`config.mk`:
```
export PLATFORM = sky130hd
export DESIGN_NAME = acrp_host
export DESIGN_NICKNAME = d
export VERILOG_FILES = /design/src/hdl/acrp_pkg.sv /design/src/hdl/acrp_sync.sv /design/src/hdl/acrp_host.sv
export SDC_FILE = /design/constraint.sdc
export NUM_CORES = 1
export LEC_CHECK = 0
export ABC_AREA = 1
export BUFFER_PORTS_ARGS = -buffer_cell sky130_fd_sc_hd__buf_2
export CAP_MARGIN = 20
export CORE_MARGIN = 10
export CORE_UTILIZATION = 35
export CTS_CLUSTER_DIAMETER = 150
export DETAILED_ROUTE_END_ITERATION = 8
export REMOVE_ABC_BUFFERS = 1
export SLEW_MARGIN = 10
export SYNTH_ARGS = -nofsm -noshare
export SYNTH_HDL_FRONTEND = slang
export SYNTH_SLANG_ARGS = --single-unit
```
`constraint.sdc`:
```
create_clock -name i_clk -period 1.8 [get_ports i_clk]
set_input_delay 0.09 -clock i_clk [delete_from_list [all_inputs] [get_ports i_clk]]
set_output_delay 0.09 -clock i_clk [all_outputs]
set_load 0.005 [all_outputs]
```
`src/hdl/acrp_pkg.sv`:
```
/*
  package for the converter readout controller: counts, codes, timing.
  assumes a 250 MHz system clock and a converter that answers with a
  short low end-of-conversion pulse.
*/
`default_nettype none
package acrp_pkg;
  localparam int unsigned CLK_PERIOD_PS = 4000; // 4 ns system clock
  localparam int unsigned RESULT_BITS = 12;
  localparam int unsigned LEAD_ZEROS = 4;
  localparam int unsigned FRAME_BITS = 16;
  // start pulse low time, least, in ns
  localparam int unsigned START_LOW_NS = 40;
  localparam int unsigned START_LOW_CYC =
    (START_LOW_NS * 1000 + CLK_PERIOD_PS - 1) / CLK_PERIOD_PS;
  // read strobe low time, least, in ns
  localparam int unsigned READ_LOW_NS = 40;
  localparam int unsigned READ_LOW_CYC =
    (READ_LOW_NS * 1000 + CLK_PERIOD_PS - 1) / CLK_PERIOD_PS;
  // serial clock half period made by the divider
  localparam int unsigned SCLK_HALF_CYC = 20;
  localparam logic [11:0] RESULT_RST = 12'h000;
  localparam logic [11:0] BIPOLAR_FLIP = 12'h800;
  localparam logic [11:0] CODE_LOW_UNI = 12'h000;
  localparam logic [11:0] CODE_MAX_UNI = 12'hFFF;
  localparam logic [11:0] CODE_MAX_BI = 12'h7FF;
  localparam logic [11:0] CODE_MIN_BI = 12'h800;
  typedef enum logic [2:0] {
    ACRP_IDLE = 3'b000,
    ACRP_START = 3'b001,
    ACRP_WAIT = 3'b010,
    ACRP_PREAD = 3'b011,
    ACRP_SHIFT = 3'b100,
    ACRP_DONE = 3'b101
  } acrp_state_t;
endpackage : acrp_pkg
`default_nettype wire

```
`src/hdl/acrp_sync.sv`:
```
/*
  two flip-flop synchroniser, one per bit, for pins from the converter.
  assumes inputs are asynchronous to i_clk.
*/
`default_nettype none
module acrp_sync #(
  parameter int unsigned WIDTH = 2
) (
  input wire logic i_clk,
  input wire logic i_rst_b,
  input wire logic [WIDTH-1:0] i_async,
  output logic [WIDTH-1:0] o_sync
);
  typedef struct packed {
    logic [WIDTH-1:0] meta;
    logic [WIDTH-1:0] sync;
  } acrp_sync_st_t;
  acrp_sync_st_t st_r;
  acrp_sync_st_t st_nxt;

  // first stage feeds only the second
  always_comb begin
    st_nxt.meta = i_async;
    st_nxt.sync = st_r.meta;
  end

  // registers; idle pins read high
  always_ff @(posedge i_clk or negedge i_rst_b) begin
    if (!i_rst_b) begin
      st_r <= '1;
    end else begin
      st_r <= st_nxt;
    end
  end

  assign o_sync = st_r.sync;
endmodule : acrp_sync
`default_nettype wire

```
`src/hdl/acrp_host.sv`:
```
/*
  host controller for a 12-bit converter: starts conversions, waits for
  the end-of-conversion pulse, reads the result over the parallel bus or
  the serial link, and hands a normalised word to the user.
  assumes converter pins are asynchronous and pass through acrp_sync.
*/
// Behaviour
// parallel mode: bits 4,3 are data; serial: shift clock and frame sync
// host supplies shift clock; device shifts on its rising edges
// host drives frame sync low to start each serial transfer
// bipolar parts two's complement, unipolar part straight binary
// parallel outputs enabled only while read and chip select both low
// end of conversion is one low pulse, about 100 ns, idles high
// rising edge on convert start begins a conversion
// parallel bus carries least significant bit on bit 0
// bipolar: most positive 01..1, most negative 10..0
// unipolar: 00..0 at bottom, 11..1 at full scale
// mode input low selects serial, high selects parallel
// serial frame: four zeros then twelve bits, sampled on falling edges
// mode held static between start and completed readout
`default_nettype none
module acrp_host #(
  parameter int unsigned SCLK_HALF = acrp_pkg::SCLK_HALF_CYC,
  parameter bit BIPOLAR = 1'b1
) (
  input wire logic i_clk,
  input wire logic i_rst_b,
  input wire logic i_start,
  input wire logic i_serial_sel,
  input wire logic i_eoc_b,
  input wire logic [11:0] i_db,
  input wire logic i_serial_result_out,
  output logic o_convert_start,
  output logic o_mode,
  output logic o_rd_b,
  output logic o_cs_b,
  output logic o_shift_clock,
  output logic o_frame_sync_b,
  output logic o_busy,
  output logic o_valid,
  output logic [11:0] o_result,
  output logic [11:0] o_offset_result
);
  typedef struct packed {
    acrp_pkg::acrp_state_t state;
    logic serial;
    logic [7:0] cnt;
    logic [4:0] bits;
    logic [15:0] shreg;
    logic conv;
    logic rd_b;
    logic sclk;
    logic fs_b;
    logic valid;
    logic [11:0] result;
    logic [11:0] offres;
    logic eoc_d;
    logic cs_b;
    logic mode;
    logic busy;
  } acrp_st_t;
  acrp_st_t st_r;
  acrp_st_t st_nxt;
  logic eoc_s;
  logic sdo_s;
  logic [11:0] db_s;
  logic eoc_fall;
  logic [11:0] word;

  // all converter pins pass two flops
  acrp_sync #(.WIDTH(14)) u_sync (
    .i_clk(i_clk),
    .i_rst_b(i_rst_b),
    .i_async({i_eoc_b, i_serial_result_out, i_db}),
    .o_sync({eoc_s, sdo_s, db_s})
  );

  assign eoc_fall = st_r.eoc_d & ~eoc_s;
  assign word = st_r.serial ? st_r.shreg[11:0] : db_s;

  // sequence control
  always_comb begin
    st_nxt = st_r;
    st_nxt.eoc_d = eoc_s;
    st_nxt.valid = 1'b0;
    case (st_r.state)
      acrp_pkg::ACRP_IDLE: begin
        st_nxt.serial = i_serial_sel;
        if (i_start) begin
          st_nxt.conv = 1'b0;
          st_nxt.cnt = 8'(acrp_pkg::START_LOW_CYC);
          st_nxt.state = acrp_pkg::ACRP_START;
        end
      end
      acrp_pkg::ACRP_START: begin
        if (st_r.cnt <= 8'h01) begin
          st_nxt.conv = 1'b1;
          st_nxt.state = acrp_pkg::ACRP_WAIT;
        end else begin
          st_nxt.cnt = st_r.cnt - 8'h01;
        end
      end
      acrp_pkg::ACRP_WAIT: begin
        if (eoc_fall && !st_r.serial) begin
          st_nxt.rd_b = 1'b0;
          st_nxt.cs_b = 1'b0;
          st_nxt.cnt = 8'(acrp_pkg::READ_LOW_CYC + 2);
          st_nxt.state = acrp_pkg::ACRP_PREAD;
        end else if (eoc_fall) begin
          st_nxt.fs_b = 1'b0;
          st_nxt.bits = 5'h00;
          st_nxt.cnt = 8'(SCLK_HALF);
          st_nxt.state = acrp_pkg::ACRP_SHIFT;
        end
      end
      acrp_pkg::ACRP_PREAD: begin
        if (st_r.cnt <= 8'h01) begin
          st_nxt.rd_b = 1'b1;
          st_nxt.cs_b = 1'b1;
          st_nxt.state = acrp_pkg::ACRP_DONE;
        end else begin
          st_nxt.cnt = st_r.cnt - 8'h01;
        end
      end
      acrp_pkg::ACRP_SHIFT: begin
        // divider makes the shift clock; sample on our falling edge
        if (st_r.cnt <= 8'h01) begin
          st_nxt.cnt = 8'(SCLK_HALF);
          st_nxt.sclk = ~st_r.sclk;
          if (st_r.sclk) begin
            st_nxt.shreg = {st_r.shreg[14:0], sdo_s};
            st_nxt.bits = st_r.bits + 5'h01;
            if (st_r.bits == 5'(acrp_pkg::FRAME_BITS - 1)) begin
              st_nxt.fs_b = 1'b1;
              st_nxt.state = acrp_pkg::ACRP_DONE;
            end
          end
        end else begin
          st_nxt.cnt = st_r.cnt - 8'h01;
        end
      end
      acrp_pkg::ACRP_DONE: begin
        st_nxt.valid = 1'b1;
        st_nxt.result = word;
        // offset binary view: flip sign bit for bipolar codes
        st_nxt.offres = BIPOLAR ? (word ^ acrp_pkg::BIPOLAR_FLIP) : word;
        st_nxt.state = acrp_pkg::ACRP_IDLE;
      end
      default: st_nxt.state = acrp_pkg::ACRP_IDLE;
    endcase
    // mode pin and busy flag follow the next state, so both leave flops
    st_nxt.mode = ~st_nxt.serial;
    st_nxt.busy = (st_nxt.state != acrp_pkg::ACRP_IDLE);
  end

  // state register
  always_ff @(posedge i_clk or negedge i_rst_b) begin
    if (!i_rst_b) begin
      st_r.state <= acrp_pkg::ACRP_IDLE;
      st_r.serial <= 1'b0;
      st_r.cnt <= 8'h00;
      st_r.bits <= 5'h00;
      st_r.shreg <= 16'h0000;
      st_r.conv <= 1'b1;
      st_r.rd_b <= 1'b1;
      st_r.sclk <= 1'b0;
      st_r.fs_b <= 1'b1;
      st_r.valid <= 1'b0;
      st_r.result <= acrp_pkg::RESULT_RST;
      st_r.offres <= acrp_pkg::RESULT_RST;
      st_r.eoc_d <= 1'b1;
      st_r.cs_b <= 1'b1;
      st_r.mode <= 1'b1;
      st_r.busy <= 1'b0;
    end else begin
      st_r <= st_nxt;
    end
  end

  // pin and user outputs, straight from flops
  assign o_convert_start = st_r.conv;
  assign o_mode = st_r.mode;
  assign o_rd_b = st_r.rd_b;
  assign o_cs_b = st_r.cs_b;
  assign o_shift_clock = st_r.sclk;
  assign o_frame_sync_b = st_r.fs_b;
  assign o_busy = st_r.busy;
  assign o_valid = st_r.valid;
  assign o_result = st_r.result;
  assign o_offset_result = st_r.offres;

  // convert start low two cycles before its rising edge
  AST_START_LOW: assert property (@(posedge i_clk) disable iff (!i_rst_b)
    $rose(st_r.conv) |-> $past(st_r.conv, 2) == 1'b0)
    else $error("convert start high too soon");
  // read and select fall together
  AST_RD_CS: assert property (@(posedge i_clk) disable iff (!i_rst_b)
    o_rd_b == o_cs_b)
    else $error("read and select differ");
  // frame sync low throughout shifting
  AST_FS_LOW: assert property (@(posedge i_clk) disable iff (!i_rst_b)
    st_r.state == acrp_pkg::ACRP_SHIFT |-> !o_frame_sync_b)
    else $error("frame sync high while shifting");
  // shift clock idle low outside a frame
  AST_SCLK_IDLE: assert property (@(posedge i_clk) disable iff (!i_rst_b)
    o_frame_sync_b |-> !o_shift_clock)
    else $error("shift clock runs outside frame");
  // a frame ends after sixteen bits
  AST_FRAME_LEN: assert property (@(posedge i_clk) disable iff (!i_rst_b)
    $rose(o_frame_sync_b) |-> st_r.bits == 5'h10)
    else $error("frame length not sixteen");
  // eoc fall in serial mode opens a frame next cycle
  AST_EOC_FRAME: assert property (@(posedge i_clk) disable iff (!i_rst_b)
    st_r.state == acrp_pkg::ACRP_WAIT && eoc_fall && st_r.serial
    |=> $fell(o_frame_sync_b))
    else $error("no frame after end of conversion");
  // mode pin stable while busy
  AST_MODE_HOLD: assert property (@(posedge i_clk) disable iff (!i_rst_b)
    o_busy && $past(o_busy) |-> $stable(o_mode))
    else $error("mode changed mid conversion");
  // offset view is the sign-flipped result in bipolar builds
  AST_CODING: assert property (@(posedge i_clk) disable iff (!i_rst_b)
    o_valid |-> o_offset_result ==
      (BIPOLAR ? (o_result ^ acrp_pkg::BIPOLAR_FLIP) : o_result))
    else $error("coding mismatch");
endmodule : acrp_host
`default_nettype wire

```
After elaboration in Yosys (flattened, before gate mapping)
Index checks and enable logic that the tools add are counted.

word-level totals
  bits in registers = 93
  input bits = 18
  output and inout bits = 32

cells by class
  $add $sub $neg = 2
  order comparisons = 1
  equality and inequality tests = 17
  muxes and demuxes = 33
  bitwise logic cells = 5
  reductions and logical operators = 16

operators by type and width
  cell                 number
  $mux 21              2
  $mux 8               4
  $pmux 8 s4           1
  $mux 25              1
  $mux 3               8
  $ne 2x2->1 const B   10
  $pmux 3 s5           1
  $mux 13              1
  $mux 12              1
  $pmux 5 s2           1
  $mux 1               9
  $reduce_and 3->1     3
  $le 8x1->1 const B   1
  $sub 8x1->8 const B  1
  $eq 3x2->1 const B   2
  $eq 3x3->1 const B   2
  $pmux 1 s2           3
  $reduce_and 6->1     1
  $reduce_bool 2->1    3
  $add 5x1->5 const B  1
  $eq 5x4->1 const B   1
  $mux 5               1
  $reduce_and 5->1     1
  $not 1->1            4
  11 further kinds     11

Depth between registers and ports, before layout
Gate-level depths: netlist (run 1).

  depth in word-level cells = 6
  mapped depth = 11
  gate-level depth less buffers = 11

Modules after synthesis
A second synthesis (run 1) with hierarchy kept.

second synthesis, totals
  cells, all modules = 364
  area, all modules = 3450.8 um^2

by module, submodules not included
  module     instances  cells an instance  area an instance (um^2)
  acrp_host  1          336                2715.1
  acrp_sync  1          28                 735.7

Worst setup path before layout (run 1)
No wires, ideal clock.

  kind = flip-flop to flip-flop
  start = register st_r[54] (netlist bit)
  end = register st_r[35] (netlist bit)
  setup time = 0.117 ns
  arrival = 1.512 ns
  path slack = 0.172 ns
  cell stages (with the launch flop) = 11
  path buffers = 1
  clock period less this slack = 1.628 ns
  cells stage by stage = dfrtp_1 -> inv_1 -> ha_1 -> nor2_1 -> nor2_2 -> nand2_4 -> nor2_8 -> nand2_2 -> buf_6 -> nand2_1 -> nand2_1

between the ends
  cells in the longest elaborated chain, start to end = 2

RTL lines
  element                     line              text
  start: declaration          acrp_host.sv:62   acrp_st_t st_r;
  start signal: assignment    acrp_host.sv:176  st_r <= st_nxt;
  $le 8x1->1                  acrp_host.sv:127  if (st_r.cnt <= 8'h01) begin
  $reduce_and 3->1 (no line)  n/a

Every way passes these cells.
A chain may end at the register's enable or synchronous reset.

Final worst setup path (run 1)
  start = register st_r[54] (netlist bit)
  end = register st_r[56] (netlist bit)

between the ends
  cells in the longest elaborated chain, start to end = 3

RTL lines
  element                                         line
  $sub 8x1->8 or $le 8x1->1 (tied branches)       n/a
  $mux 8 (tied with other cells)                  acrp_host.sv:127
  $pmux 8 s4 or $reduce_and 4->1 (tied branches)  n/a

Parallel ways exist; a longest one is shown, timed or not. The select of a mux whose other input is x is not followed.

==> impl_metrics.env, run 1 <==
export IMPL_status="complete, no violations"
export IMPL_synth_area_mm2=0.003437
export IMPL_cp_start_kind="register"
export IMPL_max_stage_delay_ns=0.41
export IMPL_final_cell_area_mm2=0.004089
export IMPL_combPwrFrac=0.346
export IMPL_diodes=0
export IMPL_hold_path_class="in -> reg"
export IMPL_min_from="i_start"
export IMPL_track_usage=0.1019
export IMPL_crit_buf_inv=3
export IMPL_drv_slew=0
export IMPL_skew_ns=0.01093
export IMPL_yosysTopAreaCell="dfrtp_1"
export IMPL_cap_violations=0
export IMPL_coreArea_mm2=0.009684
export IMPL_drcViolationCount=0
export IMPL_critPathRequiredTime_ns=2.08
export IMPL_final_nets=439
export IMPL_seq_power_share=0.408
export IMPL_synth_top_area_frac=0.3276
export IMPL_cp_cell_sequence="inv_2, ha_1, nor2_1, nor2_2, nand2_4, inv_4, o21ai_2, nand2_2, inv_4, nand3_1, nand2_1"
export IMPL_avgRoutedWirePerCell_um=12.36
export IMPL_first_pass_iters=4
export IMPL_path_class="reg -> reg"
export IMPL_final_hold_violation_count=0
export IMPL_start_util=0.3549
export IMPL_place_area_mm2=0.003697
export IMPL_tightest_slew_ns=0.5599
export IMPL_holdWs_ns=0.1038
export IMPL_finalSetupViolCount=0
export IMPL_ir_drop_mv=0.6235
export IMPL_synth_warnings=0
export IMPL_die_area_mm2=0.01418
export IMPL_overflow=0
export IMPL_grt_max_degree=47
export IMPL_p_int_w=0.003684
export IMPL_synthTopCellsByArea="dfrtp_1 33%, dfstp_2 25%, nand2_1 11%, buf_4 5.9%, nand3_1 5.0%"
export IMPL_num_vias=2480
export IMPL_grt_pass1_vias=2577
export IMPL_clk_latency_ns=0.34
export IMPL_endpoint_kind="register"
export IMPL_cts_buffers=9
export IMPL_die_w_um=119.1
export IMPL_cp_common_cell="inv_4"
export IMPL_cts_sinks=78
export IMPL_ant_nets=0
export IMPL_arrival_ns=1.94
export IMPL_ys_types=31
export IMPL_cp_slowest_cell="dfrtp_1"
export IMPL_slew_headroom=0.6267
export IMPL_yosysSeqAreaShare=0.5799
export IMPL_antenna_found_initial=0
export IMPL_switchingPower_w=0.002138
export IMPL_cts_root_buf="clkbuf_8"
export IMPL_fmax_mhz=604.6
export IMPL_port_buffer_count=49
export IMPL_cp_max_fo=10
export IMPL_p_sw_frac=0.3672
export IMPL_synth_seq_cells=78
export IMPL_p_per_area_mw_per_mm2=1424
export IMPL_grt_pass1_wl_um=12050
export IMPL_r2r_start="st_r[54]"
export IMPL_reg2reg_setup_slack_ns=0.15
export IMPL_grt_setup_unrepaired="true"
export IMPL_critPathLaunch="st_r[54]"
export IMPL_syn_inst=365
export IMPL_cts_tree="built"
export IMPL_area_delta_synth_final_pct=18.97
export IMPL_p_clk_frac=0.247
export IMPL_place_hpwl_um=4972
export IMPL_avgSynthCellArea_um2=9.417
export IMPL_clk_pin_slew_ns=0.08
export IMPL_die_h_um=119.1
export IMPL_htreeDepth=3
export IMPL_drt_total_wl_um=6860
export IMPL_first_iter_violations=105
export IMPL_p_leak_nw=2.050
export IMPL_vias_per_cell=4.468
export IMPL_cts_buffer_depth=2
export IMPL_fin_crit_ns=1.654
export IMPL_crit_family="simple AND/OR/NAND/NOR gates"
export IMPL_place_gp_congestion=0.8342
export IMPL_pin_count=50
export IMPL_rows=36
export IMPL_fin_crit_sh=0.9189
export IMPL_layout_drive_gt1_share=0.3128
## logic make-up (layout without fill, tap and decap cells)
| logic type | Yosys count | count (layout) | share of synthesized area |
|---|---|---|---|
| xor gates and xnor gates | 4 | 4 | 0.01019 |
| buffers and inverters | 65 | 122 | 0.1030 |
| AOI/OAI and AO/OA | 33 | 33 | 0.05898 |
| DFF | 78 | 78 | 0.5799 |
| and+or+nand+nor | 181 | 181 | 0.2333 |
| adders and majority gates | 4 | 4 | 0.01456 |
## power by group through the flow
stage	Clock (W)	Sequential, W	Combinational [W]
floorplan	0	0.00244	0.00115
global placement	0	0.00240	0.00197
detailed placement	0	0.00241	0.00199
CTS	0.00149	0.00238	0.00202
global route	0.00155	0.00243	0.00233
finish	0.00144	0.00237	0.00201
## registers in the layout (all words and copies together), names as in the netlist
name and flops:
st_r 30, u_sync.o_sync 14, u_sync.st_nxt 14, o_result 12, o_busy 1, o_convert_start 1
o_cs_b 1, o_frame_sync_b 1, o_mode 1, o_offset_result 1, o_shift_clock 1, o_valid 1
## cell usage after synthesis, drive strengths merged
master,count
a21oi,2
a22o,1
a31oi,11
buf,29
clkbuf,4
dfrtp,45
dfstp,33
ha,4
inv,32
nand2,109
nand3,35
nand4,4
nor2,30
nor3,1
nor3b,2
o211ai,1
o21a,1
o21ai,16
o311ai,1
xor2,4
## metal layers
metal	share of wire	vias to the layer above	track usage	wire (µm)
met2	0.47	54	0.1622	3209
met1	0.47	1173	0.1246	3194
met5	0	-	0	0
met3	0.059	4	0.03921	403
li1	-	1249	-	-
met4	0.0077	0	0.03206	53
## repair_timing
| action | 4_1_cts | 5_1_grt |
|---|---|---|
| gates resized for setup | 0 | 5 |
| buffers inserted | 0 | 0 |
| endpoints found under the hold margin | 41 | 0 |
| endpoints found under the setup margin | 0 | 22 |
| hold buffers | 16 | 0 |
## final timing paths
check                                   end  cells after the start
setup / recovery                   st_r[56]                     11
hold / removal              o_convert_start                      4
setup reg to reg                   st_r[56]                     11
hold reg to reg            u_sync.o_sync[4]                      0
max in group asynchronous    o_frame_sync_b                      3
min in group asynchronous          st_r[64]                      2
## through the flow
step	TNS (ns)	total power [W]	utilization	worst slack (ns)	cells
after floorplan	0	0.003597	-	0.1164	332
after global placement	0	0.004369	0.3818	0.1574	523
after detailed placement	0	0.004397	0.3818	0.07953	523
after CTS	0	0.005894	0.4209	0.05614	555
after global routing	-0.01488	0.006302	0.4222	-0.01488	555
final	0	0.005822	0.4222	0.1459	555
## layout by cell type, fill, tap and decap left out, types with 2 or more instances in the layout
| cell type | n |
|---|---|
| buf_4 | 9 |
| o21ai_1 | 3 |
| nand2_1 | 104 |
| ha_1 | 4 |
| nor2_1 | 24 |
| buf_2 | 48 |
| nand3_1 | 34 |
| inv_2 | 7 |
| dfstp_2 | 33 |
| clkinv_2 | 2 |
| bufinv_16 | 2 |
| dfrtp_1 | 45 |
| nand2_4 | 2 |
| o21ai_0 | 11 |
| dlygate4sd3_1 | 16 |
| a31oi_1 | 11 |
| o21ai_2 | 2 |
| nor2_2 | 5 |
| inv_6 | 2 |
| nand2_2 | 3 |
| nand4_1 | 4 |
| xor2_1 | 4 |
| nor3b_1 | 2 |
| inv_4 | 2 |
| clkbuf_8 | 9 |
| inv_1 | 23 |
## area by class of cell
cell class / count / area, µm²
fill: 956 / 5595
sequential: 78 / 1993
multi-input combinational: 222 / 1097
timing repair buffer: 74 / 488.0
tap: 133 / 166.4
inverter: 32 / 125.1
clock buffer: 9 / 123.9
clock inverter: 7 / 95.09
## worst register-to-register path: cells and delay by family (launching register included)
| kind | cells | cell delay, ns |
|---|---|---|
| buffers and inverters | 3 | 0.26 |
| AOI/OAI and AO/OA | 1 | 0.07 |
| and+or+nand+nor | 6 | 0.64 |
| adders and majority gates | 1 | 0.21 |
| DFF | 1 | 0.41 |
No activity file was read; power rests on OpenSTA's default activity.
==> run 2, diff against run 1 <==
--- a/config.mk
+++ b/config.mk
@@ -16,4 +16,5 @@
 export SLEW_MARGIN = 10
 export SYNTH_ARGS = -nofsm -noshare
 export SYNTH_HDL_FRONTEND = slang
+export SYNTH_HIERARCHICAL = 1
 export SYNTH_SLANG_ARGS = --single-unit
==> constraint.sdc (replaced) <==
create_clock -name i_clk -period 1.8 [get_ports i_clk]
set_input_delay 0.18 -clock i_clk [delete_from_list [all_inputs] [get_ports i_clk]]
set_output_delay 0.18 -clock i_clk [all_outputs]
set_load 0.005 [all_outputs]
==> run 2 against run 1 <==
Effect of this change: die area rose by 0.34%; highest routed layer unchanged; largest cell class unchanged; fmax barely moved; first-iteration DRC count rose by 12%; combinational power fell by 95%; critical path depth fell by 2; register-to-register slack barely moved; setup slack improved by 0.0011 ns.
==> impl_metrics.env, run 2 <==
export IMPL_status="complete, no violations"
export IMPL_drcViolationCount=0
export IMPL_die_area_mm2=0.01423
export IMPL_clk_latency_ns=0.35
export IMPL_power_w=0.003237
export IMPL_arrival_ns=1.90
export IMPL_layout_drive_gt1_share=0.3223
export IMPL_first_pass_iters=4
export IMPL_synth_seq_cells=78
export IMPL_synthMuxAreaShare=0
export IMPL_antenna_found_initial=0
export IMPL_met2_usage=0.1556
export IMPL_fill_cells=939
export IMPL_port_buffer_count=49
export IMPL_place_gp_congestion=0.8217
export IMPL_cts_root_buf="clkbuf_8"
export IMPL_grt_busiest_layer="met2"
export IMPL_area_delta_synth_final_pct=19.18
export IMPL_avgSynthCellArea_um2=9.480
export IMPL_critPathRequiredTime_ns=2.05
export IMPL_path_class="reg -> reg"
export IMPL_track_usage=0.09945
export IMPL_tightest_slew_ns=0.6703
export IMPL_die_h_um=119.3
export IMPL_reg2reg_setup_slack_ns=0.15
export IMPL_ant_nets=0
export IMPL_final_hold_violation_count=0
export IMPL_mostFrequentLayoutCell="nand2_1"
export IMPL_syn_inst=364
export IMPL_hold_path_class="in -> reg"
export IMPL_drt_total_wl_um=6767
export IMPL_synth_xor_area_frac=0.01015
export IMPL_dpl_cell_count=519
export IMPL_first_iter_violations=118
export IMPL_synthTopCellsByArea="dfrtp_1 33%, dfstp_2 25%, nand2_1 11%, buf_4 5.4%, inv_1 3.7%"
export IMPL_async_flop_share=1.000
export IMPL_mostFrequentLayoutCells="96 x nand2_1, 48 x buf_2, 45 x dfrtp_1, 33 x dfstp_2"
export IMPL_cts_tree="built"
export IMPL_grt_max_degree=46
export IMPL_synth_top_area_frac=0.3263
export IMPL_diodes=0
export IMPL_final_nets=440
export IMPL_p_leak_nw=2.095
export IMPL_pin_count=50
export IMPL_p_per_area_mw_per_mm2=787.0
export IMPL_vias_per_cell=4.380
export IMPL_ys_types=35
export IMPL_die_w_um=119.3
export IMPL_fin_setup_tns_ns=0
export IMPL_met1_usage=0.1264
export IMPL_fin_crit_sh=0.9183
export IMPL_largest_register_ffs=30
export IMPL_largest_register="st_r"
export IMPL_slew_headroom=0.5526
export IMPL_synth_area_mm2=0.003451
export IMPL_stdcell_count=555
export IMPL_cap_violations=0
export IMPL_grt_pass1_wl_um=11800
export IMPL_rows=36
export IMPL_cts_sinks=78
export IMPL_yosysMostFrequentCell="nand2_1"
export IMPL_dpl_worst_slack_ns=0.09538
export IMPL_yosys_area_share_simple=0.2161
export IMPL_skew_ns=0.01308
export IMPL_ir_drop_mv=0.3315
export IMPL_yosysSeqAreaShare=0.5776
export IMPL_yosysTopAreaCell="dfrtp_1"
export IMPL_cts_buffer_depth=2
export IMPL_fin_crit_ns=1.653
export IMPL_htreeDepth=3
export IMPL_start_util=0.3563
export IMPL_yosys_most_used_dff="dfrtp_1"
export IMPL_synth_top_family_by_area="simple AND/OR/NAND/NOR gates"
export IMPL_cp_start_kind="register"
export IMPL_synth_warnings=6
export IMPL_coreArea_mm2=0.009684
export IMPL_synth_compound_area_frac=0.07107
export IMPL_place_hpwl_um=4906
export IMPL_met3_usage=0.02456
export IMPL_grt_pass1_vias=2546
export IMPL_drv_slew=0
export IMPL_holdWs_ns=0.01817
export IMPL_setup_ws_ns=0.1471
export IMPL_fmax_mhz=605.0
export IMPL_endpoint_kind="register"
export IMPL_cts_buffers=9
export IMPL_avgRoutedWirePerCell_um=12.19
export IMPL_overflow=0
export IMPL_num_vias=2431
export IMPL_synth_common_cells="97 x nand2_1, 45 x dfrtp_1, 34 x inv_1"
export IMPL_cp_max_fo=8
export IMPL_synthAdderAreaFrac=0.01450
export IMPL_synth_edf_count=0
export IMPL_finalSetupViolCount=0
export IMPL_clk_pin_slew_ns=0.09
run 2: cell types whose count changed in the layout (fill, tap and decap cells not counted), sizes merged, moves of 2 or more:
| cell | before | now |
|---|---|---|
| o21ai | 16 | 21 |
| o31ai | 0 | 7 |
| nor2 | 30 | 40 |
| nand3 | 35 | 18 |
| buf | 58 | 60 |
| nand4 | 4 | 6 |
| a31oi | 11 | 0 |
| a21oi | 2 | 4 |
| nand2 | 109 | 101 |
| inv | 34 | 41 |
run 2: worst paths after layout:
path	startpoint	end	cells after the start
setup / recovery	st_r[55]	st_r[60]	9
hold / removal	i_serial_sel	o_mode	2
setup reg to reg	st_r[55]	st_r[60]	9
hold reg to reg	u_sync/st_nxt[9]	u_sync/o_sync[9]	0
max in group asynchronous	i_rst_b	u_sync/o_sync[11]	3
min in group asynchronous	i_rst_b	st_r[58]	2
run 2: layout make-up:
type                    instances  area (µm²)  area share
repair buffers                 75       505.5      0.1229
inverters                      40       152.6     0.03712
well taps                     133       166.4     0.04046
clock inverters                 5       58.81     0.01430
multi-input cells             214        1099      0.2671
flip-flops and latches         78        1993      0.4846
clock buffers                  10       137.6     0.03347
run 2: per-layer routing:
| layer | vias to the layer above | share of wire |
|---|---|---|
| li1 | 1224 | - |
| met1 | 1145 | 0.47 |
| met2 | 50 | 0.47 |
| met3 | 12 | 0.043 |
| met4 | 0 | 0.020 |
| met5 | - | 0 |
run 2: kinds of logic after synthesis:
family,after synthesis
AO/OA/AOI/OAI,37
XOR/XNOR,4
adder cells (fa/ha/maj),4
buffers and inverters,72
flip-flops,78
AND/OR/NAND/NOR,169
run 2: what timing repair did:
item / 4_1_cts / 5_1_grt
resized for setup: 0 / 8
setup endpoints to repair: 0 / 26
setup buffers: 0 / 6
hold buffers: 15 / 0
hold endpoints to repair: 28 / 0
run 2: stage by stage:
| step | util | area, µm² |
|---|---|---|
| after floorplan | - | 3219 |
| after detailed placement | 0.3817 | 3696 |
| after CTS | 0.4174 | 4043 |
| final | 0.4247 | 4113 |
| after global routing | 0.4247 | 4113 |
| after global placement | 0.3817 | 3696 |
run 2: power breakdown:
part | leakage (nW) | internal [W] | total [W] | switching, W
Sequential | 0.953 | 0.00181 | 0.00182 | 0.00000905
Clock | 0.0948 | 0.000673 | 0.00133 | 0.000653
Combinational | 1.05 | 0.0000437 | 0.0000916 | 0.0000479
Total | 2.09 | 0.00253 | 0.00324 | 0.000709
run 2: critical path: stages (launching register included):
cell and delay, ns:
dfrtp_1 0.42, inv_2 0.09, ha_1 0.16, inv_1 0.04, nand2_1 0.07, nand2_2 0.08
nor2_8 0.21, o21ai_1 0.16, nor2_1 0.24, nor2_1 0.08
==> run 3, diff against run 2 <==
--- a/config.mk
+++ b/config.mk
@@ -10,6 +10,7 @@
 export CAP_MARGIN = 20
 export CORE_MARGIN = 10
 export CORE_UTILIZATION = 35
+export CTS_BUF_LIST = sky130_fd_sc_hd__clkbuf_4
 export CTS_CLUSTER_DIAMETER = 150
 export DETAILED_ROUTE_END_ITERATION = 8
 export REMOVE_ABC_BUFFERS = 1
==> run 3 against run 2 <==
Effect of this change: sequential cell count unchanged; wire length rose by 0.75%; setup slack lost 0.0079 ns; critical path depth unchanged; critical endpoint is now st_r[34]; largest cell class unchanged; largest power group unchanged.
==> impl_metrics.env, run 3 (synthesis results as in run 2) <==
export IMPL_status="complete, no violations"
export IMPL_fmax_mhz=602.1
export IMPL_combPwrFrac=0.032
export IMPL_port_buffer_count=49
export IMPL_cts_sinks=78
export IMPL_hold_path_class="in -> async"
export IMPL_drt_total_wl_um=6818
export IMPL_first_pass_iters=4
export IMPL_fin_crit_sh=0.9227
export IMPL_first_iter_violations=117
export IMPL_critPathRequiredTime_ns=2.14
export IMPL_layout_drive_gt1_share=0.3216
export IMPL_cap_violations=0
export IMPL_switchingPower_w=0.0006738
export IMPL_mostFrequentLayoutCells="96 x nand2_1, 48 x buf_2, 45 x dfrtp_1, 33 x dfstp_2"
export IMPL_clk_pin_slew_ns=0.13
export IMPL_reg2reg_setup_slack_ns=0.14
export IMPL_p_leak_nw=2.083
export IMPL_seq_power_share=0.618
export IMPL_skew_ns=0.01902
export IMPL_endpoint_kind="register"
export IMPL_tightest_slew_ns=0.6631
export IMPL_p_int_w=0.002272
export IMPL_htreeDepth=3
export IMPL_die_w_um=119.3
export IMPL_fin_util=0.4214
export IMPL_stdcell_count=559
export IMPL_num_vias=2455
export IMPL_ant_nets=0
export IMPL_antenna_found_initial=0
export IMPL_track_usage=0.09986
export IMPL_cts_buffers=9
export IMPL_path_class="reg -> reg"
export IMPL_final_hold_violation_count=0
export IMPL_place_hpwl_um=4906
export IMPL_pin_count=50
export IMPL_cp_start_kind="register"
export IMPL_cts_root_buf="clkbuf_4"
export IMPL_slew_headroom=0.5575
export IMPL_vias_per_cell=4.392
export IMPL_mostFrequentLayoutCell="nand2_1"
export IMPL_cts_tree="built"
export IMPL_fill_cells=945
export IMPL_ir_drop_mv=0.4042
export IMPL_avgRoutedWirePerCell_um=12.20
export IMPL_holdWs_ns=0.2129
export IMPL_drcViolationCount=0
export IMPL_die_h_um=119.3
export IMPL_place_gp_congestion=0.8217
export IMPL_grt_pass1_vias=2545
export IMPL_area_delta_synth_final_pct=18.27
export IMPL_cp_max_fo=15
export IMPL_drv_slew=0
export IMPL_finalSetupViolCount=0
export IMPL_overflow=0
export IMPL_largest_register="st_r"
export IMPL_diodes=0
export IMPL_coreArea_mm2=0.009684
export IMPL_fin_crit_ns=1.661
export IMPL_p_sw_frac=0.2288
export IMPL_clk_latency_ns=0.42
export IMPL_register_area_mm2=0.001993
export IMPL_rows=36
export IMPL_die_area_mm2=0.01423
export IMPL_multi_input_area_mm2=0.001099
export IMPL_grt_pass1_wl_um=11860
export IMPL_largest_register_ffs=30
export IMPL_power_w=0.002946
export IMPL_arrival_ns=2.00
export IMPL_dpl_cell_count=519
export IMPL_p_per_area_mw_per_mm2=721.7
export IMPL_final_nets=444
export IMPL_cts_buffer_depth=2
export IMPL_grt_max_degree=46
export IMPL_p_clk_frac=0.350
export IMPL_start_util=0.3563
==> run 3: cell types whose count changed in the layout (fill, tap and decap cells not counted), sizes merged <==
cell / previous run / this run
buf: 60 / 62
clkbuf: 10 / 9
dlygate4sd3: 15 / 17
clkinv: 1 / 2
==> run 3: power by group through the flow <==
stage	logic (W)	clock network, W	registers [W]
after floorplan	0.00000749	0	0.00185
after global placement	0.0000695	0	0.00185
after detailed placement	0.0000700	0	0.00185
after CTS	0.0000983	0.00107	0.00182
after global routing	0.000110	0.00113	0.00182
final	0.0000950	0.00103	0.00182
==> run 3: timing repair <==
item,4_1_cts,5_1_grt
endpoints found under the setup margin,0,26
hold buffers,17,0
buffers inserted,0,8
endpoints found under the hold margin,32,0
gates resized for setup,0,8
==> run 3: metal layers <==
metal / GRT usage / wire length [µm] / vias up
met5: 0 / 0 / -
met1: 0.1268 / 3155 / 1158
met4: 0.04751 / 114 / 0
met3: 0.02409 / 297 / 9
li1: - / - / 1237
met2: 0.1570 / 3251 / 51
==> run 3: cell type report <==
cell class | instances | area share
Sequential cell | 78 | 0.4884
Multi-Input combinational cell | 214 | 0.2692
Clock buffer | 9 | 0.01655
Inverter | 40 | 0.03740
Tap cell | 133 | 0.04077
Timing Repair Buffer | 79 | 0.1324
Clock inverter | 6 | 0.01533
==> run 3: worst paths after layout <==
kind                                endpoint              from  depth (start not counted)
max                                 st_r[34]          st_r[55]                          9
min                                 st_r[59]           i_rst_b                          2
max reg2reg                         st_r[34]          st_r[55]                          9
min reg2reg                 u_sync/o_sync[2]  u_sync/st_nxt[2]                          0
max in group asynchronous  u_sync/o_sync[11]           i_rst_b                          3
min in group i_clk          u_sync/o_sync[2]  u_sync/st_nxt[2]                          0
==> run 3: per-stage QoR <==
step	area [µm²]	setup TNS [ns]	setup WS, ns
6_report	4081	0	0.1392
5_1_grt	4081	-0.008564	-0.004050
4_1_cts	3996	0	0.06683
3_5_place_dp	3696	0	0.09538
3_3_place_gp	3696	0	0.1431
2_1_floorplan	3219	0	0.2214
==> run 3: critical path, cell delays in order (launching register included) <==
cell,delay (ns)
dfrtp_1,0.43
inv_2,0.09
ha_1,0.16
inv_1,0.04
nand2_1,0.07
nand2_2,0.08
nor2_8,0.21
nand3_4,0.15
buf_12,0.18
o21ai_0,0.16
